<file path="config.mk">
export PLATFORM = sky130hd
export DESIGN_NAME = lvds_io_group_config
export DESIGN_NICKNAME = d
export VERILOG_FILES = /design/src/shared/lvds_io_pkg.sv /design/src/hdl/line_capture.sv /design/src/hdl/lvds_io_group_config.sv
export SDC_FILE = /design/constraint.sdc
export NUM_CORES = 1
export LEC_CHECK = 0
export ABC_AREA = 1
export BUFFER_PORTS_ARGS = -buffer_cell sky130_fd_sc_hd__clkbuf_2
export CAP_MARGIN = 20
export CORE_AREA = 2 2 106 108
export CTS_CLUSTER_DIAMETER = 100
export CTS_CLUSTER_SIZE = 24
export DETAILED_ROUTE_END_ITERATION = 6
export DIE_AREA = 0 0 108 110
export PLACE_DENSITY_LB_ADDON = 0.1
export SLEW_MARGIN = 15
export SYNTH_ARGS = -nofsm -noshare
export SYNTH_HDL_FRONTEND = slang
export SYNTH_SLANG_ARGS = --single-unit
</file>
<file path="constraint.sdc">
create_clock -name clk -period 3.4 [get_ports clk]
set_input_delay 0.68 -clock clk [delete_from_list [all_inputs] [get_ports clk]]
set_output_delay 0.68 -clock clk [all_outputs]
set_load 0.005 [all_outputs]
</file>
<file path="src/shared/lvds_io_pkg.sv">
// Shared constants for the front-panel differential I/O port block.
// Assumes a single board clock and a synchronous, active-high reset.
package lvds_io_pkg;

   // Port geometry
   localparam int NUM_LINES = 16;
   localparam int NUM_GROUPS = 4;
   localparam int GROUP_W = 4;
   localparam int LEVEL_W = 12;
   localparam int ADDR_W = 16;
   localparam int DATA_W = 32;

   // Register offsets
   localparam logic [15:0] OFF_LINE_LEVELS = 16'h8118;
   localparam logic [15:0] OFF_DIR_CTRL = 16'h811C;
   localparam logic [15:0] OFF_ALMOST_FULL = 16'h816C;
   localparam logic [15:0] OFF_MODE_SEL = 16'h81A0;
   localparam logic [15:0] OFF_ACQ_CTRL = 16'h8100;

   // Field positions
   localparam int DIR_GROUP_LSB = 2;
   localparam int DIR_EXT_EN_BIT = 8;
   localparam int HOLD_ALLOW_BIT = 8;
   localparam int INHIBIT_ALLOW_BIT = 9;
   localparam int GATE_SRC_BIT = 16;
   localparam int HOLD_LINE = 0;
   localparam int INHIBIT_LINE = 1;

   // Group mode codes
   localparam logic [3:0] MODE_REGISTER = 4'h0;
   localparam logic [3:0] MODE_TRIGGER = 4'h1;
   localparam logic [3:0] MODE_LOW_HANDSHAKE = 4'h2;
   localparam logic [3:0] MODE_LEGACY = 4'h3;

   // Reset values
   localparam logic [15:0] RST_LINE_LEVELS = 16'h0000;
   localparam logic [3:0] RST_DIR = 4'h0;
   localparam logic RST_EXT_EN = 1'b0;
   localparam logic [11:0] RST_ALMOST_FULL = 12'h000;
   localparam logic [16:0] RST_MODE_SEL = 17'h0_0000;
   localparam logic RST_HOLD_ALLOW = 1'b0;
   localparam logic RST_INHIBIT_ALLOW = 1'b0;

   // Fixed legacy line positions
   localparam int LEG_MEM_FULL_LINE = 8;
   localparam int LEG_DATA_READY_LINE = 9;
   localparam int LEG_RUN_LINE = 11;

endpackage : lvds_io_pkg

</file>
<file path="src/hdl/line_capture.sv">
// Snapshot register for the sixteen port lines, loaded on each trigger.
// Assumes the trigger strobe is a one-cycle pulse in the board clock domain.
`timescale 1ns/1ps
module line_capture (
   // Clock and reset
   input wire logic clk,
   input wire logic reset,
   // Capture request and line levels
   input wire logic capture,
   input wire logic [lvds_io_pkg::NUM_LINES-1:0] lines,
   // Held snapshot
   output logic [lvds_io_pkg::NUM_LINES-1:0] captured
);
   import lvds_io_pkg::*;

   typedef struct packed {
      logic [NUM_LINES-1:0] snap;
   } cap_state_t;

   cap_state_t state_r;
   cap_state_t state_nxt;

   always_comb begin
      state_nxt = state_r;
      if (capture) begin
         state_nxt.snap = lines;
      end
   end

   always_ff @(posedge clk) begin
      if (reset) begin
         state_r <= '0;
      end else begin
         state_r <= state_nxt;
      end
   end

   assign captured = state_r.snap;

endmodule : line_capture

</file>
<file path="src/hdl/lvds_io_group_config.sv">
// Front-panel 16-line port: legacy fixed map or per-group extended modes,
// busy and veto forming, and register access to its configuration.
// Assumes all inputs are synchronous to clk and a synchronous reset.
`timescale 1ns/1ps
// Contract
// - Per-group direction and mode apply only when extended enable is set.
// - One direction bit per group of four: zero input, one output.
// - Legacy map: trigger requests on 0,2,4,6; full, ready, run on 8,9,11.
// - Each group's mode comes from its own 4-bit field.
// - All sixteen lines are captured on every trigger.
// - Register mode input groups read their live line levels.
// - Register mode output groups drive the last written levels.
// - Trigger mode outputs gate on even lines; odd lines reserved.
// - Handshake input: lowest line external busy, next line veto, low active.
// - Handshake output: busy, veto, gate, run, all active low.
// - Busy is almost-full or enabled external busy; also to trigger-out.
// - Almost-full rises when occupancy reaches the 12-bit level.
// - Enabled low veto blocks the common trigger; veto out repeats it.
// - Mode register bit picks the low gate source.
// - Low run output is always the inverse of run state.
// - Legacy status groups are outputs: busy, ready, gate, run, high.
// - Legacy busy is inverse of low busy; level zero gives memory full.
// - Legacy ready is high while a complete event is stored.
module lvds_io_group_config (
   // Clock and reset
   input wire logic clk,
   input wire logic reset,
   // Register access
   input wire logic [lvds_io_pkg::ADDR_W-1:0] regAddr,
   input wire logic regWrite,
   input wire logic regRead,
   input wire logic [lvds_io_pkg::DATA_W-1:0] regWdata,
   output logic [lvds_io_pkg::DATA_W-1:0] regRdata,
   output logic regRdValid,
   // Port lines
   input wire logic [lvds_io_pkg::NUM_LINES-1:0] portIn,
   output logic [lvds_io_pkg::NUM_LINES-1:0] portOut,
   output logic [lvds_io_pkg::NUM_LINES-1:0] portOe,
   // Board status
   input wire logic [lvds_io_pkg::NUM_GROUPS-1:0] groupTrigReq,
   input wire logic memFull,
   input wire logic eventAvailable,
   input wire logic runState,
   input wire logic acqGate,
   input wire logic gpoTrigger,
   input wire logic [lvds_io_pkg::LEVEL_W-1:0] bufferOccupancy,
   // Trigger path
   input wire logic triggerPulse,
   input wire logic commonTrigReq,
   output logic commonTrigOut,
   output logic triggerOutBusy,
   output logic almostFull,
   output logic [lvds_io_pkg::NUM_LINES-1:0] capturedLines
);
   import lvds_io_pkg::*;

   typedef struct packed {
      logic [NUM_LINES-1:0] lineLevels;
      logic extEnable;
      logic [NUM_GROUPS-1:0] groupDir;
      logic [LEVEL_W-1:0] afLevel;
      logic [16:0] modeSel;
      logic holdAllow;
      logic inhibitAllow;
      logic [NUM_LINES-1:0] pinOut;
      logic [NUM_LINES-1:0] pinOe;
      logic almostFull;
      logic busy;
      logic commonTrig;
      logic [DATA_W-1:0] rdata;
      logic rdValid;
   } port_state_t;

   port_state_t state_r;
   port_state_t state_nxt;

   // Mode field of one group
   function automatic logic [GROUP_W-1:0] groupMode(
      input logic [16:0] sel,
      input int g
   );
      groupMode = sel[g*GROUP_W +: GROUP_W];
   endfunction : groupMode

   // True when a group acts as a handshake input
   function automatic logic isHandshakeIn(
      input logic ext,
      input logic dir,
      input logic [GROUP_W-1:0] mode
   );
      isHandshakeIn = ext && !dir && (mode == MODE_LOW_HANDSHAKE);
   endfunction : isHandshakeIn

   // Equality of a bus address to a register offset
   function automatic logic hit(
      input logic [ADDR_W-1:0] a,
      input logic [15:0] off
   );
      hit = (a == off);
   endfunction : hit

   logic extHoldActive;
   logic extInhibitActive;
   logic afNow;
   logic busyNow;
   logic gateLowSrc;
   logic [NUM_LINES-1:0] liveView;
   logic [GROUP_W-1:0] grpOut;
   logic [GROUP_W-1:0] grpOe;
   logic [GROUP_W-1:0] mode;

   // External busy and veto gathered from every handshake input group
   always_comb begin
      extHoldActive = 1'b0;
      extInhibitActive = 1'b0;
      for (int g = 0; g < NUM_GROUPS; g++) begin
         if (isHandshakeIn(state_r.extEnable, state_r.groupDir[g],
                           groupMode(state_r.modeSel, g))) begin
            if (!portIn[g*GROUP_W + HOLD_LINE]) begin
               extHoldActive = 1'b1;
            end
            if (!portIn[g*GROUP_W + INHIBIT_LINE]) begin
               extInhibitActive = 1'b1;
            end
         end
      end
   end

   // Busy forming. A zero level would otherwise hold busy forever, so it
   // falls back to the memory-full flag, keeping the old full behaviour.
   always_comb begin
      if (state_r.afLevel == RST_ALMOST_FULL) begin
         afNow = memFull;
      end else begin
         afNow = (bufferOccupancy >= state_r.afLevel);
      end
      busyNow = afNow || (extHoldActive && state_r.holdAllow);
      if (state_r.modeSel[GATE_SRC_BIT]) begin
         gateLowSrc = gpoTrigger;
      end else begin
         gateLowSrc = acqGate;
      end
   end

   // Value returned by the line level register
   always_comb begin
      liveView = state_r.lineLevels;
      for (int g = 0; g < NUM_GROUPS; g++) begin
         if (state_r.extEnable && !state_r.groupDir[g] &&
             groupMode(state_r.modeSel, g) == MODE_REGISTER) begin
            liveView[g*GROUP_W +: GROUP_W] = portIn[g*GROUP_W +: GROUP_W];
         end
      end
   end

   always_comb begin
      state_nxt = state_r;
      grpOut = '0;
      grpOe = '0;
      mode = '0;

      // Register writes
      if (regWrite) begin
         if (hit(regAddr, OFF_LINE_LEVELS)) begin
            state_nxt.lineLevels = regWdata[NUM_LINES-1:0];
         end
         if (hit(regAddr, OFF_DIR_CTRL)) begin
            state_nxt.extEnable = regWdata[DIR_EXT_EN_BIT];
            state_nxt.groupDir = regWdata[DIR_GROUP_LSB +: NUM_GROUPS];
         end
         if (hit(regAddr, OFF_ALMOST_FULL)) begin
            state_nxt.afLevel = regWdata[LEVEL_W-1:0];
         end
         if (hit(regAddr, OFF_MODE_SEL)) begin
            state_nxt.modeSel = regWdata[16:0];
         end
         if (hit(regAddr, OFF_ACQ_CTRL)) begin
            state_nxt.holdAllow = regWdata[HOLD_ALLOW_BIT];
            state_nxt.inhibitAllow = regWdata[INHIBIT_ALLOW_BIT];
         end
      end

      // Register reads: one cycle latency, unmapped offsets read zero
      state_nxt.rdValid = regRead;
      state_nxt.rdata = '0;
      if (regRead) begin
         if (hit(regAddr, OFF_LINE_LEVELS)) begin
            state_nxt.rdata[NUM_LINES-1:0] = liveView;
         end
         if (hit(regAddr, OFF_DIR_CTRL)) begin
            state_nxt.rdata[DIR_EXT_EN_BIT] = state_r.extEnable;
            state_nxt.rdata[DIR_GROUP_LSB +: NUM_GROUPS] = state_r.groupDir;
         end
         if (hit(regAddr, OFF_ALMOST_FULL)) begin
            state_nxt.rdata[LEVEL_W-1:0] = state_r.afLevel;
         end
         if (hit(regAddr, OFF_MODE_SEL)) begin
            state_nxt.rdata[16:0] = state_r.modeSel;
         end
         if (hit(regAddr, OFF_ACQ_CTRL)) begin
            state_nxt.rdata[HOLD_ALLOW_BIT] = state_r.holdAllow;
            state_nxt.rdata[INHIBIT_ALLOW_BIT] = state_r.inhibitAllow;
         end
      end

      // Busy, almost-full and veto-gated common trigger
      state_nxt.almostFull = afNow;
      state_nxt.busy = busyNow;
      state_nxt.commonTrig = commonTrigReq &&
                             !(state_r.inhibitAllow && extInhibitActive);

      // Line drive
      state_nxt.pinOut = '0;
      state_nxt.pinOe = '0;
      if (!state_r.extEnable) begin
         // Fixed legacy map; unlisted lines are left undriven
         for (int g = 0; g < NUM_GROUPS; g++) begin
            state_nxt.pinOut[2*g] = groupTrigReq[g];
            state_nxt.pinOe[2*g] = 1'b1;
         end
         state_nxt.pinOut[LEG_MEM_FULL_LINE] = memFull;
         state_nxt.pinOe[LEG_MEM_FULL_LINE] = 1'b1;
         state_nxt.pinOut[LEG_DATA_READY_LINE] = eventAvailable;
         state_nxt.pinOe[LEG_DATA_READY_LINE] = 1'b1;
         state_nxt.pinOut[LEG_RUN_LINE] = runState;
         state_nxt.pinOe[LEG_RUN_LINE] = 1'b1;
      end else begin
         for (int g = 0; g < NUM_GROUPS; g++) begin
            mode = groupMode(state_r.modeSel, g);
            grpOut = '0;
            grpOe = state_r.groupDir[g] ? 4'hF : 4'h0;
            case (mode)
               MODE_REGISTER: begin
                  grpOut = state_r.lineLevels[g*GROUP_W +: GROUP_W];
               end
               MODE_TRIGGER: begin
                  // Odd lines stay low as reserved outputs
                  grpOut = {1'b0, acqGate, 1'b0, acqGate};
               end
               MODE_LOW_HANDSHAKE: begin
                  grpOut = {!runState, !gateLowSrc,
                            !extInhibitActive, !busyNow};
               end
               MODE_LEGACY: begin
                  // Status groups drive all four lines whatever their direction bit says
                  grpOe = 4'hF;
                  grpOut = {runState, acqGate,
                            eventAvailable, busyNow};
               end
               default: begin
                  grpOut = '0;
               end
            endcase
            state_nxt.pinOut[g*GROUP_W +: GROUP_W] = grpOut & grpOe;
            state_nxt.pinOe[g*GROUP_W +: GROUP_W] = grpOe;
         end
      end
   end

   always_ff @(posedge clk) begin
      if (reset) begin
         state_r.lineLevels <= RST_LINE_LEVELS;
         state_r.extEnable <= RST_EXT_EN;
         state_r.groupDir <= RST_DIR;
         state_r.afLevel <= RST_ALMOST_FULL;
         state_r.modeSel <= RST_MODE_SEL;
         state_r.holdAllow <= RST_HOLD_ALLOW;
         state_r.inhibitAllow <= RST_INHIBIT_ALLOW;
         state_r.pinOut <= '0;
         state_r.pinOe <= '0;
         state_r.almostFull <= 1'b0;
         state_r.busy <= 1'b0;
         state_r.commonTrig <= 1'b0;
         state_r.rdata <= '0;
         state_r.rdValid <= 1'b0;
      end else begin
         state_r <= state_nxt;
      end
   end

   // Snapshot of the wire levels, independent of any mode setting
   line_capture u_capture (
      .clk(clk),
      .reset(reset),
      .capture(triggerPulse),
      .lines(portIn),
      .captured(capturedLines)
   );

   assign regRdata = state_r.rdata;
   assign regRdValid = state_r.rdValid;
   assign portOut = state_r.pinOut;
   assign portOe = state_r.pinOe;
   assign commonTrigOut = state_r.commonTrig;
   assign triggerOutBusy = state_r.busy;
   assign almostFull = state_r.almostFull;

endmodule : lvds_io_group_config

</file>
Word level (Yosys, flattened, before mapping). Cells that the tools add are included.

Bits in registers: 136. Input port bits: 91. Output and inout bits: 84. Logic and storage cells: 142.

Order comparisons: 1. Equality and inequality tests: 17. Muxes and demuxes: 60. Bitwise operators: 7. Reduce and logical (&&, ||, !) cells: 38.

Operator list (count): $mux W4 (21); $eq A16 B16 Y1 const B (5); $pmux W4 S4 (4); $eq A4 B2 Y1 const B (8); $mux W1 (29); $mux W17 (1); $and A4 B4 Y4 (4); $eq A4 B1 Y1 const B (4); $logic_not A4 Y1 (4); $mux W16 (1); $logic_and A1 B1 Y1 (15); $ge A12 B12 Y1 (1); $logic_not A12 Y1 (1); $mux W12 (1); $reduce_and A2 Y1 (5); $logic_not A1 Y1 (9); $mux W2 (3); $reduce_or A2 Y1 (2); $not A1 Y1 (3); $reduce_or A3 Y1 (1); $logic_or A1 B1 Y1 (1).

Depth between registers and ports, before layout. Gate-level depths: netlist of run 1.

Depth in word-level cells: 17. Gate-level depth with buffers: 15. Depth with buffers taken out: 15.

By module. From an unflattened synthesis of run 1, not the netlist that was laid out.

Cells, all modules: 821. Area total of the unflattened synthesis: 5810.6 um^2.

Modules (own cells, without submodules): lvds_io_group_config (instances 1, cells each 720, area an instance 5139.9 um^2, sequential area each 1921.8 um^2); line_capture (instances 1, cells each 101, area an instance 670.6 um^2, sequential area each 320.3 um^2).

Worst setup path after synthesis of run 1. Ideal clock, no wire load.

Path type: in2reg. Start: input bufferOccupancy[11] (netlist name). End: register state_r, in the netlist portOut[4]. Library setup time: 0.112 ns. Arrival time: 1.792 ns. Data required time: 3.288 ns. Slack: 1.495 ns. Stages on the path: 13. Buffers on the path: 0. Path through: ha_1 -> nand2_1 -> inv_1 -> nand2_1 -> nand2_1 -> a21oi_1 -> nand3_1 -> nand2_1 -> nand2_2 -> nand2_1 -> nand3b_1 -> nand2_1 -> nand2_1.

Word-level cells in the longest chain between the ends: 8.

RTL lines: start: declaration (RTL line lvds_io_group_config.sv:46) `input wire logic [lvds_io_pkg::LEVEL_W-1:0] bufferOccupancy,`; $ge A12 B12 Y1 (*) (RTL line lvds_io_group_config.sv:135) `afNow = (bufferOccupancy >= state_r.afLevel);`; $mux W1 (*) (RTL line lvds_io_group_config.sv:132) `if (state_r.afLevel == RST_ALMOST_FULL) begin`; $logic_or A1 B1 Y1 (*) (RTL line lvds_io_group_config.sv:137) `busyNow = afNow || (extHoldActive && state_r.holdAllow);`; $logic_not A1 Y1 (RTL line lvds_io_group_config.sv:242) `!extInhibitActive, !busyNow};`; $pmux W4 S4 (*) (RTL line lvds_io_group_config.sv:232) `case (mode)`; $mux W4 (*) (RTL line lvds_io_group_config.sv:215) `if (!state_r.extEnable) begin`; $and A4 B4 Y4 (*) (RTL line lvds_io_group_config.sv:254) `state_nxt.pinOut[g*GROUP_W +: GROUP_W] = grpOut & grpOe;`; $mux W1 (*) (RTL line lvds_io_group_config.sv:215); end signal: assignment (RTL line lvds_io_group_config.sv:277) `state_r <= state_nxt;`; end: declaration (RTL line lvds_io_group_config.sv:74) `port_state_t state_r;`.

Mark *: on every way between the ends. The rest lies on a longest branch, timed or not. The select of a mux whose other input is x is not followed. A chain may end at the register's enable or synchronous reset.

Worst setup path after layout of run 1.
Start: input regAddr[13] (netlist name). End: register state_r[106] (netlist name).

Word-level cells in the longest chain between the ends: 2.

RTL lines: start: declaration (RTL line lvds_io_group_config.sv:29) `input wire logic [lvds_io_pkg::ADDR_W-1:0] regAddr,`; $eq A16 B16 Y1 (RTL line lvds_io_group_config.sv:99) `hit = (a == off);`; $reduce_and A2 Y1 (no line).

Every way passes these cells.

==> results of run 1 <==
cells in the final DEF (no fill, tap or decap), types with 15 or more instances in the layout:
master | Yosys | layout
sky130_fd_sc_hd__o21ai_1 | 15 | 15
sky130_fd_sc_hd__a21oi_1 | 44 | 44
sky130_fd_sc_hd__inv_1 | 84 | 84
sky130_fd_sc_hd__conb_1 | 1 | 15
sky130_fd_sc_hd__dfxtp_1 | 112 | 112
sky130_fd_sc_hd__a211oi_2 | 29 | 29
sky130_fd_sc_hd__clkbuf_2 | 0 | 144
sky130_fd_sc_hd__nand3_1 | 25 | 25
sky130_fd_sc_hd__nor2_1 | 109 | 109
sky130_fd_sc_hd__nand2_1 | 129 | 129
sky130_fd_sc_hd__o21ai_0 | 44 | 44
layer usage:
metal | wire, µm | up-vias | track usage
met3 | 1150 | 21 | 0.0441
met2 | 6570 | 219 | 0.398
met1 | 7050 | 2349 | 0.364
met5 | 0 | - | 0
met4 | 295 | 0 | 0.0842
li1 | - | 2632 | -
area by class of cell:
type / instances / area (µm²)
Tap cell: 140 / 175
Sequential cell: 112 / 2240
Inverter: 95 / 359
Fill cell: 1004 / 4270
Timing Repair Buffer: 147 / 743
Clock buffer: 9 / 124
Multi-Input combinational cell: 498 / 2700
Clock inverter: 7 / 86.3
through the flow:
step | utilization | setup slack, ns | cells
final | 0.601 | 1.38 | 1008
after detailed placement | 0.582 | 0.973 | 992
after global routing | 0.601 | 1.21 | 1008
after global placement | 0.582 | 1.04 | 992
after floorplan | - | 1.50 | 793
after CTS | 0.601 | 1.37 | 1008
flip-flops by register name, indices dropped and copies added (netlist names):
signal and cells:
state_r 52, regRdata 17, portOut 16, u_capture.captured 16
portOe 7, almostFull 1, commonTrigOut 1, regRdValid 1
triggerOutBusy 1
synth_stat cells (all sizes together):
| cell type | n |
|---|---|
| clkinv | 3 |
| clkbuf | 11 |
| o32ai | 3 |
| nor2 | 120 |
| nor4 | 1 |
| nand2 | 137 |
| nor3 | 10 |
| o21a | 1 |
| buf | 77 |
| nand3 | 25 |
| inv | 92 |
| nand4 | 5 |
| nand3b | 6 |
| a211oi | 35 |
| ha | 12 |
| mux2 | 2 |
| o21ai | 60 |
| a31oi | 3 |
| dfxtp | 112 |
| o211ai | 14 |
| o221ai | 2 |
| a21oi | 44 |
| conb | 1 |
| o22ai | 3 |
final timing paths:
kind                from      endpoint
min          state_r[68]   state_r[68]
min reg2reg  state_r[68]   state_r[68]
max reg2reg  state_r[72]   regRdata[1]
max          regAddr[13]  state_r[106]
cells by family after synthesis:
family / synth area share
flops: 0.381
compound gates: 0.191
mux: 0.00383
fa+ha+maj: 0.0255
buf+inv: 0.169
simple gates: 0.229
other cells: 0.000637
power groups by stage:
stage	clock, mW	combinational (mW)	sequential, mW
2_1_floorplan	0	0.103	1.37
3_3_place_gp	0	0.183	1.37
3_5_place_dp	0	0.187	1.37
4_1_cts	0.859	0.187	1.34
5_1_grt	0.904	0.210	1.35
6_report	0.842	0.188	1.34
worst min-delay path, stage by stage, from the launching register on:
cell,delay (ns)
sky130_fd_sc_hd__dfxtp_1,0.32
sky130_fd_sc_hd__inv_1,0.06
sky130_fd_sc_hd__a211oi_1,0.06
==> impl_summary.md, run 1 <==
Clock network
The maximum root-to-sink buffer count is 2. The cell chosen for the clock root is sky130_fd_sc_hd__clkbuf_8. The post-cts sizing count is 0.

CTS built an H-tree with a depth of 3. The later pin in the worst-skew pair is clocked with a latency of ~0.38 ns. After clock tree synthesis, the clock-pin slew on the worst setup and hold paths is between 0.1 and 0.15 ns.

Counting the buffers created by CTS gives 9. The post-cts hold buffer count is 0. Clock tree synthesis found a total of between 100 and 150 sinks. The post-CTS setup-driven buffer insertion count is 0.

The clock tree from TritonCTS is built.

Final layout
Once layout is done, the placed cells without fillers occupy around 6400 µm². At the end of the flow, the number of nets in the layout was about 970. The number of antenna diodes in the final layout is 0.

The relative area change from synthesis to final layout is 9.32%. The share of post-route cells with drive strength above 1 is 0.264.

Pwr
The internal power summed over all cells is approximately 1.8 mW. The switching share of total power is 0.257. The part of the total power dissipated in the clock network is 0.355. For this design the static power due to leakage is about 3 nW. The completed layout was analyzed and its total power is 2.37 mW. The analysis attributes to net switching a power of 0.609 mW. The share of total power dissipated in combinational logic is 0.079. VDD sags by at most between 150 and 200 µV. The share of total power dissipated in sequential elements is 0.566. In this run the power density over the cells is ~370 nW/µm².

Yosys
For this run, the number of Yosys warnings is 0. The share of synthesized area in the top cell type comes to 0.381. The leading area contributor after synthesis is sky130_fd_sc_hd__dfxtp_1. The gate count of the mapped netlist is ~800. Of the synthesized area, sequential elements account for 0.381. The count of distinct cell types in the synthesized netlist is 39. After synthesis the netlist holds a flip-flop and latch count of roughly 110. The post-synthesis instance area is between 5000 and 6000 µm². Ranked by total cell area, the synthesized netlist is headed by sky130_fd_sc_hd__dfxtp_1, sky130_fd_sc_hd__buf_4, sky130_fd_sc_hd__nand2_1. The mean instance size in the synthesized netlist is approximately 7.6 µm².

Global routing
The first global-routing pass estimated 23.3 mm of wire. The initial antenna violation count is 0. Global routing finished with a remaining overflow of 0. Across every metal layer, demand over resource in global routing totals 0.256. The number of global-route vias before repair came to 4628. The largest net degree at the start of global routing is between 40 and 50.

Timing
Setup total negative slack on the finished layout was measured at 0 ns. The total of endpoints with negative setup slack in the final report is 0. At the pin with the least slew margin, the transition time is 0.711 ns. Final hold analysis gives a worst-case slack of 0.488 ns.

The part of the cycle the worst path needs is 0.595. The hold violation count in the final report came to 0. Setup repair after global routing left no endpoint under its margin. The count of final max-slew check failures is 0.

The final clock skew is between 0.008 and 0.009 ns. The max-slew headroom at the worst pin is 0.521. The worst path needs 2.02 ns of the cycle, external delays included. Timing would allow up to roughly 490 MHz.

Critical path
In this run the worst path has a maximum fanout of 22. The gate family responsible for the most delay along the worst path is simple AND/OR/NAND/NOR gates. The path type of the worst setup path is input pin to flip-flop. Counting buffers and inverters, the worst setup path is 10 cells deep. The cell depth of the worst flop-to-flop path is 9. The signal on the critical path passes through clkbuf_2 > nor2_1 > nand3b_2 > nor2_8 > nand2_2 > clkinv_2 > nand2_4 > inv_2 > o21ai_0 > a21oi_1. The delay of the slowest critical-path stage is ~0.26 ns.

The worst register-to-register path has a setup slack of ~1.4 ns. The required time reported for the critical path endpoint is 3.72 ns. The signal arrival time at the worst endpoint is 2.34 ns. The worst setup path is captured at a flip-flop. The combined buffer and inverter count along the critical path is 3. For this design, the slowest cell found on the critical path is sky130_fd_sc_hd__inv_2.

The worst setup path is launched from an input pin.

Placed design
The detailed placer's ending HPWL is 12.0 mm. Routability-driven placement finished with a final weighted congestion of approximately 0.95. The placed standard-cell area is ~6200 µm². Buffers placed on the I/O ports in this run total ~140.

Floorplan
The initialized floorplan defines 38 standard-cell rows. The vertical extent of the die is about 110 µm. The horizontal die dimension is roughly 110 µm. In this run the count of I/O pins placed on the die edge is 175.

For this configuration, the core starts out at a cell density of 0.550. The die covers around 12000 µm². In this run the standard cell core region covers roughly 11000 µm².

Status
The run finished with clean final reports.

Detailed routing
Dividing the detail-routed wire length by the instance count gives about 15 µm. The post-detailed-route DRC marker count is 0. For this run, the detailed router's first-pass iteration total came to 5. The total wire length is 15.1 mm.

The detailed router finished its first iteration with ~390 violations. The count of nets left with antenna violations once routing finished came out at 0. The detailed router placed 5221 vias in this run. In the routed layout, each cell is associated on average with a via count of roughly 5.2.

Job
The max-capacitance violation count is 0.

Worst hold path
The worst hold path class is flip-flop to flip-flop. The worst hold path stage count is 2.
Power figures use the tool's default switching activity.
==> run 2: changes to the inputs <==
- ABC_AREA: 1 -> 0
- CORE_AREA: 2 2 106 108 -> 2 2 108 110
- DIE_AREA: 0 0 108 110 -> 0 0 110 112
- clock period: 3.4 -> 2 ns (I/O delays scaled with it)
==> run 2 against run 1 <==
Net effect:
- the flow now finishes with violations (setup timing)
- via count is 0.82% lower
- core utilization is 1.3 points higher
- synthesized cell count is 15% lower
- die area is 3.7% higher
- combinational power is 76% higher
- largest cell class unchanged
- routed wire length is 5.9% higher
- power is 84% higher
- highest routed layer unchanged
- largest power group unchanged
- clock skew is 0.0049 ns higher
- first-iteration DRC count is 5.6% higher
- critical endpoint is now portOut[0]
- clock power is 110% higher
- clock-buffer cell count stayed put
==> impl_summary.md, run 2 <==
Status
Run status: complete, but fails checks (was completed). The final reports fail on setup timing.

Global routing
The wire length of the first global-routing pass is 24.4 mm (was 23.3 mm). The initial antenna violation count is 0 (unchanged). The number of global-route vias before repair is 4876 (was 4628). The largest net degree at the start of global routing is 46 (unchanged). The leftover overflow at the end of global routing is 0 (unchanged). The total global routing track utilization was 0.258 (was 0.256).

Final layout
The most common cell after layout, fill and taps aside is sky130_fd_sc_hd__clkbuf_2 (unchanged). The number of nets in the layout was 907 (was 966). The share of post-route cells with drive strength above 1 is 0.329 (was 0.264). The relative area change from synthesis to final layout is 23.1% (was 9.32%).

Most frequent cells in the layout: sky130_fd_sc_hd__clkbuf_2, sky130_fd_sc_hd__dfxtp_1, sky130_fd_sc_hd__nand2_1 (was sky130_fd_sc_hd__clkbuf_2, sky130_fd_sc_hd__nand2_1, sky130_fd_sc_hd__dfxtp_1). The utilization after layout was 0.614 (was 0.601). The most flop-heavy register was state_r (unchanged). The count of inserted antenna diode cells is 0 (unchanged).

The flip-flop count of the largest register, all copies and words added is 52 (unchanged). The summed area of non-filler cells in the final layout is 6870 µm² (was 6430 µm²).

Floorplan
The vertical extent of the die is 112 µm (was 110 µm). The initial standard-cell utilization of the core came to 0.499 (was 0.550). The horizontal die dimension was 110 µm (was 108 µm). The core area is 11200 µm² (was 10700 µm²).

The top-level port count is 175 (unchanged). The placement row count is 39 (was 38). The area of the die is 12300 µm² (was 11900 µm²).

Critical path
The cell type of the slowest stage on the worst timing path is sky130_fd_sc_hd__or4b_4 (was sky130_fd_sc_hd__inv_2). The worst flop-to-flop path endpoint is portOut[0] (was regRdata[1]). The type of origin of the critical path is a flip-flop (was input pin).

The cell depth of the worst flop-to-flop path is 7 (was 9). Cell Chain, Critical Path: or4b_4 > or3_2 > nand4_1 > a221oi_4 > buf_12 > mux2i_1 > a211o_1 (was clkbuf_2 > nor2_1 > nand3b_2 > nor2_8 > nand2_2 > clkinv_2 > nand2_4 > inv_2 > o21ai_0 > a21oi_1). The path type of the worst setup path was flip-flop to flip-flop (was input pin to flip-flop). The signal arrival time at the worst endpoint is 2.45 ns (was 2.34 ns). The delay of the slowest critical-path stage came to 0.53 ns (was 0.26 ns). The required time reported for the critical path endpoint came to 2.25 ns (was 3.72 ns). The gate family responsible for the most delay along the worst path is simple AND/OR/NAND/NOR gates (unchanged).

The combined buffer and inverter count along the critical path is 1 (was 3). The setup slack of the most critical reg-to-reg path is -0.20 ns (was 1.38 ns). The endpoint class of the critical path is a flip-flop (unchanged).

The launch point of the worst reg-to-reg path is state_r[80] (was state_r[72]). The peak fanout along the critical path came to 7 (was 22).

Yosys
The synthesis-stage register bit count came to 112 (unchanged). The leading area contributor after synthesis is sky130_fd_sc_hd__dfxtp_1 (unchanged). The Yosys warning count is 0 (unchanged).

The mean instance size in the synthesized netlist is 8.38 µm² (was 7.55 µm²). The post-synthesis instance area came to 5580 µm² (was 5880 µm²). Top cells by area, synth: sky130_fd_sc_hd__dfxtp_1, sky130_fd_sc_hd__buf_4, sky130_fd_sc_hd__nand2_1 (unchanged). The async set-or-reset flop fraction in the synthesized netlist is 0 (unchanged).

The most common flop cell mapped by yosys is sky130_fd_sc_hd__dfxtp_1 (unchanged). The most numerous cell in the Yosys netlist was sky130_fd_sc_hd__dfxtp_1 (was sky130_fd_sc_hd__nand2_1). The area share of the largest cell type after synthesis is 0.402 (was 0.381). The count of distinct cell types in the synthesized netlist is 51 (was 39). The number of enable-type register cells in the synthesized netlist came to 0 (unchanged). The portion of the post-synthesis area used by sequential elements is 0.402 (was 0.381). The gate count of the mapped netlist was 666 (was 779). Synth cell count leaders: sky130_fd_sc_hd__dfxtp_1, sky130_fd_sc_hd__nand2_1, sky130_fd_sc_hd__nor2_1 (was sky130_fd_sc_hd__nand2_1, sky130_fd_sc_hd__dfxtp_1, sky130_fd_sc_hd__nor2_1).

Placed design
The worst setup timing slack at the placement stage is -0.240 ns (was 0.973 ns). The weighted congestion reported at the end of routability-driven placement came to 0.882 (was 0.955). The placed standard-cell area came to 6490 µm² (was 6220 µm²). The detailed placer's ending HPWL came to 12.5 mm (was 12.0 mm). The count of buffers from port buffering came to 144 (unchanged).

Timing
Of the available clock period, the critical path in the final layout requires 1.10. The worst hold slack was 0.255 ns (was 0.488 ns). The max-slew headroom at the worst pin came to 0.614 (was 0.521). The hold violation count in the final report was 0 (unchanged). Derived from the worst setup path, the maximum achievable clock frequency is between 400 and 500 MHz. The minimum setup slack in the final design is -0.205 ns (was 1.38 ns). Unrepaired setup endpoints after global routing: yes (was no). The measured slew at the worst slew-check pin came to 0.578 ns (was 0.711 ns). Counting I/O delays and the setup requirement, the final critical path takes roughly 2.2 ns.

The final sum of negative setup slack is -0.974 ns (was 0 ns). The total of endpoints with negative setup slack in the final report is 8 (was 0). The count of final max-slew check failures is 0 (unchanged). The final clock skew is 0.0131 ns (was 0.00822 ns).

Pwr
The cell leakage power is 2.90 nW (was 3.06 nW). The maximum vdd drop is 362 µV (was 190 µV). The proportion of power drawn by combinational gates is 0.076 (was 0.079).

The switching component of the power is 1.08 mW (was 0.609 mW). The total power divided by cell area is 636 nW/µm² (was 369 nW/µm²). The switching share of total power is 0.249 (was 0.257).

The part of the total power dissipated in the clock network is 0.403 (was 0.355). The internal power summed over all cells was 3.28 mW (was 1.76 mW). The sequential share of power is 0.521 (was 0.566).

Worst hold path
The worst hold path stage count is 2 (unchanged). The worst hold path class is input pin to flip-flop (was flip-flop to flip-flop). The origin of the worst min-delay path is groupTrigReq[0] (was state_r[68]). The worst min-delay path endpoint was portOut[0] (was state_r[68]).

Detailed routing
The post-detailed-route via-to-cell ratio was 5.44 (was 5.18). The post-detailed-route wirelength per cell was 16.8 µm (was 14.9 µm). The starting DRC count in detailed routing was 413 (was 391).

The total wire length is 16.0 mm (was 15.1 mm). The post-detailed-route DRC marker count is 0 (unchanged). The via count of the routed design is 5178 (was 5221). The first-pass detailed-route iteration total is 7 (was 5). The remaining antenna violation count after routing came to 0 (unchanged).

Clock network
The post-cts hold buffer count is 0 (unchanged). The clock tree from TritonCTS is built (unchanged). The maximum level of the CTS H-tree came to 3 (unchanged). The cell chosen for the clock root is sky130_fd_sc_hd__clkbuf_16 (was sky130_fd_sc_hd__clkbuf_8). The clock-pin slew reported for the worst setup and hold paths after clock tree synthesis is 0.08 ns (was 0.11 ns). The clock network latency to the later pin of the worst-skew pair is 0.35 ns (was 0.38 ns). The number of clock buffers inserted by TritonCTS is 9 (unchanged). The maximum root-to-sink buffer count is 2 (unchanged). The TritonCTS sink count was 112 (unchanged).

Job
The max-capacitance violation count is 0 (unchanged).
-- run 2: power groups by stage --
stage               Combinational (mW)  Sequential (mW)  Clock [mW]
floorplan                        0.174             2.33           0
global placement                 0.322             2.33           0
detailed placement               0.330             2.33           0
CTS                              0.331             2.28        1.77
global route                     0.363             2.28        1.86
finish                           0.331             2.28        1.76
-- run 2: worst max-delay path by stage --
stage / depth (start not counted) / slack [ns] / startpoint / end
after global routing: 7 / -0.27 / state_r[80] / portOut[0]
after detailed placement: 9 / -0.24 / bufferOccupancy[2] / portOut[0]
after global placement: 9 / -0.24 / bufferOccupancy[2] / portOut[0]
after CTS: 7 / -0.19 / state_r[80] / portOut[0]
final: 7 / -0.20 / state_r[80] / portOut[0]
after floorplan: 6 / -0.005 / state_r[80] / portOut[0]
-- run 2: cells by family after synthesis --
logic type               after synthesis  share of synthesized area
flip-flops                           112                      0.402
adder cells (fa/ha/maj)               12                     0.0269
AO/OA/AOI/OAI                        122                      0.142
other                                  1                   0.000672
AND/OR/NAND/NOR                      246                      0.206
XOR/XNOR                               1                    0.00157
multiplexers                          51                     0.0951
buffers and inverters                121                      0.126
-- run 2: what timing repair did --
item | CTS | global route
pin swaps | 6 | 3
buffers inserted | 1 | 3
endpoints found under the setup margin | 12 | 15
resized for setup | 8 | 9
-- run 2: layer usage --
layer  up-vias  track usage  wire, µm
met5         -            0         0
met4         0        0.104       476
met3        26       0.0468       998
met2       184        0.413      7400
met1      2447        0.341      7070
li1       2521            -         -
-- run 2: worst register-to-register path, cell delays in order (launching register included) --
cell                       delay, ns
sky130_fd_sc_hd__dfxtp_1        0.32
sky130_fd_sc_hd__or4b_4         0.53
sky130_fd_sc_hd__or3_2          0.45
sky130_fd_sc_hd__nand4_1        0.18
sky130_fd_sc_hd__a221oi_4       0.11
sky130_fd_sc_hd__buf_12         0.16
sky130_fd_sc_hd__mux2i_1        0.12
sky130_fd_sc_hd__a211o_1        0.23
-- run 2: stage by stage --
stage / power, mW / cells
floorplan: 2.50 / 680
global placement: 2.65 / 934
detailed placement: 2.66 / 934
CTS: 4.38 / 950
global route: 4.50 / 952
finish: 4.37 / 952
-- run 2: layout make-up --
cell class	instances	area [µm²]
multi-input combinational	447	2790
fill	1004	4310
clock buffer	9	225
sequential	112	2240
clock inverter	7	60.1
tap	143	179
timing repair buffer	215	1290
inverter	19	71.3
==> run 3: changes to the inputs <==
- CORE_AREA: 2 2 108 110 -> 3 3 109 111
- DIE_AREA: 0 0 110 112 -> 0 0 112 114
- clock period: 2 -> 2.1 ns (I/O delays scaled with it)
==> run 3 against run 2 <==
Net effect:
- the run still ends with setup timing left
- non-clock buffer count fell by 10
- clock power fell by 24%
- sequential power fell by 5%
- design area fell by 2.8%
==> impl_summary.md, run 3 (synthesis gave the netlist of run 2 again) <==
Status
Run status: complete, but fails checks (unchanged). Violations in the final reports: setup timing (unchanged).

Placed design
The weighted congestion reported at the end of routability-driven placement was 0.933 (was 0.882). The detailed placer's ending HPWL came to 12.6 mm (was 12.5 mm). The placed standard-cell area is 6440 µm² (was 6490 µm²). The count of buffers from port buffering was 144 (unchanged).

Critical path
The path type of the worst setup path is flip-flop to flip-flop (unchanged). The peak fanout along the critical path was 5 (was 7). By instance count, the cell type seen most on the critical path is sky130_fd_sc_hd__a211o_1. Cell Chain, Critical Path: inv_2 > ha_4 > a211o_1 > a31oi_2 > o221ai_2 > a221oi_4 > mux2i_1 > a211o_1 (was or4b_4 > or3_2 > nand4_1 > a221oi_4 > buf_12 > mux2i_1 > a211o_1).

The type of origin of the critical path is a flip-flop (unchanged). The gate family responsible for the most delay along the worst path is compound AO/OA/AOI/OAI gates (was simple AND/OR/NAND/NOR gates). The delay of the slowest critical-path stage was 0.49 ns (was 0.53 ns). The required time reported for the critical path endpoint is 2.37 ns (was 2.25 ns).

The launch point of the worst reg-to-reg path was state_r[89] (was state_r[80]). The signal arrival time at the worst endpoint is 2.46 ns (was 2.45 ns). The combined buffer and inverter count along the critical path is 1 (unchanged). The cell depth of the worst flop-to-flop path came to 8 (was 7). The worst setup path startpoint is state_r[89] (was state_r[80]).

The endpoint class of the critical path was a flip-flop (unchanged). The cell count along the critical path is 8 (was 7). The cell type of the slowest stage on the worst timing path is sky130_fd_sc_hd__a221oi_4 (was sky130_fd_sc_hd__or4b_4). The setup slack of the most critical reg-to-reg path is -0.09 ns (was -0.20 ns).

Floorplan
The placement row count is 38 (was 39). The horizontal die dimension is 112 µm (was 110 µm). The top-level port count is 175 (unchanged).

The core area is 10900 µm² (was 11200 µm²). The area of the die is 12800 µm² (was 12300 µm²). The vertical extent of the die is 114 µm (was 112 µm). The initial standard-cell utilization of the core is 0.512 (was 0.499).

Final layout
The number of nets in the layout came to 897 (was 907). Most frequent cells in the layout: sky130_fd_sc_hd__clkbuf_2, sky130_fd_sc_hd__dfxtp_1, sky130_fd_sc_hd__nand2_1 (unchanged). The most flop-heavy register is state_r (unchanged). The summed area of non-filler cells in the final layout came to 6670 µm² (was 6870 µm²). The count of inserted antenna diode cells is 0 (unchanged). The utilization after layout came to 0.613 (was 0.614).

The flip-flop count of the largest register, all copies and words added was 52 (unchanged). The area taken by multi-input logic gates is 2740 µm² (was 2790 µm²). The number of filler instances in the final layout is 1018 (was 1004). The share of post-route cells with drive strength above 1 is 0.324 (was 0.329). The relative area change from synthesis to final layout is 19.6% (was 23.1%).

The sequential cell area was 2250 µm² (was 2240 µm²). The most common cell after layout, fill and taps aside is sky130_fd_sc_hd__clkbuf_2 (unchanged).

Clock network
The clock-pin slew reported for the worst setup and hold paths after clock tree synthesis is 0.10 ns (was 0.08 ns). The clock network latency to the later pin of the worst-skew pair is 0.38 ns (was 0.35 ns). The TritonCTS sink count was 112 (unchanged).

The post-cts hold buffer count is 0 (unchanged). The clock tree from TritonCTS is built (unchanged). The maximum level of the CTS H-tree is 3 (unchanged). The maximum root-to-sink buffer count is 2 (unchanged). The cell chosen for the clock root is sky130_fd_sc_hd__clkbuf_8 (was sky130_fd_sc_hd__clkbuf_16). The number of clock buffers inserted by TritonCTS is 9 (unchanged).

Timing
The timing-limited maximum frequency is 457 MHz (was 454 MHz). The max-slew headroom at the worst pin was 0.579 (was 0.614). The final sum of negative setup slack is -0.227 ns (was -0.974 ns).

The count of final max-slew check failures is 0 (unchanged). The clock period minus final worst setup slack came to 2.19 ns (was 2.20 ns). The final clock skew came to 0.00996 ns (was 0.0131 ns). The hold violation count in the final report is 0 (unchanged).

Unrepaired setup endpoints after global routing: yes (unchanged). The minimum setup slack in the final design is -0.0898 ns (was -0.205 ns). The total of endpoints with negative setup slack in the final report is 4 (was 8).

The measured slew at the worst slew-check pin is 0.631 ns (was 0.578 ns). The part of the cycle the worst path needs was 1.04 (was 1.10).

Global routing
The leftover overflow at the end of global routing is 0 (unchanged). The wire length of the first global-routing pass is 25.5 mm (was 24.4 mm). The total global routing track utilization is 0.252 (was 0.258). The number of global-route vias before repair is 4874 (was 4876).

The largest net degree at the start of global routing came to 55 (was 46). The initial antenna violation count was 0 (unchanged).

Worst hold path
The worst hold path stage count is 2 (unchanged). The origin of the worst min-delay path is groupTrigReq[0] (unchanged). The worst hold path class is input pin to flip-flop (unchanged).

Detailed routing
The post-detailed-route wirelength per cell came to 17.3 µm (was 16.8 µm). The remaining antenna violation count after routing was 0 (unchanged). The total wire length came to 16.2 mm (was 16.0 mm). The post-detailed-route DRC marker count is 0 (unchanged). The first-pass detailed-route iteration total is 6 (was 7). The via count of the routed design is 5096 (was 5178). The starting DRC count in detailed routing is 452 (was 413). The post-detailed-route via-to-cell ratio is 5.43 (was 5.44).

Pwr
The maximum vdd drop came to 352 µV (was 362 µV). The total chip power is 3.82 mW (was 4.37 mW). The cell leakage power is 2.79 nW (was 2.90 nW).

The total power divided by cell area is 573 nW/µm² (was 636 nW/µm²).

Job
The max-capacitance violation count is 0 (unchanged).
run 3: path summary, 6_finish.rpt:
check	end
hold / removal	portOut[0]
setup / recovery	portOut[0]
hold reg to reg	state_r[116]
setup reg to reg	portOut[0]
run 3: final cells by class:
class                   count  share of cell area
clock inverters             3             0.00600
clock buffers              13              0.0238
inverters                  19              0.0107
well taps                 140              0.0263
multi-input cells         447               0.411
flip-flops and latches    112               0.337
repair buffers            205               0.185
run 3: per-layer routing:
metal  share of wire  vias to the layer above  global-route usage  wire (µm)
met5               0                        -                   0          0
met4           0.033                        0               0.110        534
met3           0.058                       29              0.0302        939
met2            0.46                      214               0.407       7440
met1            0.45                     2356               0.343       7320
li1                -                     2497                   -          -
run 3: stage by stage:
| stage | std cells | hold WS [ns] | worst slack, ns |
|---|---|---|---|
| 2_1_floorplan | 680 | 0.426 | 0.0127 |
| 3_3_place_gp | 926 | 0.456 | -0.187 |
| 3_5_place_dp | 926 | 0.464 | -0.261 |
| 4_1_cts | 939 | 0.239 | -0.108 |
| 5_1_grt | 939 | 0.253 | -0.181 |
| 6_report | 939 | 0.250 | -0.0898 |
run 3: power by group:
part / switching (mW) / internal (mW) / leakage (nW)
sequential: 0.0138 / 2.15 / 0.912
combinational: 0.177 / 0.137 / 1.78
clock: 0.722 / 0.616 / 0.103
run 3: what timing repair did:
action / 4_1_cts / 5_1_grt
setup buffers: 1 / 0
resized for setup: 5 / 15
endpoints found under the setup margin: 7 / 10
pin swaps: 6 / 6
hold endpoints to repair: 0 / 0
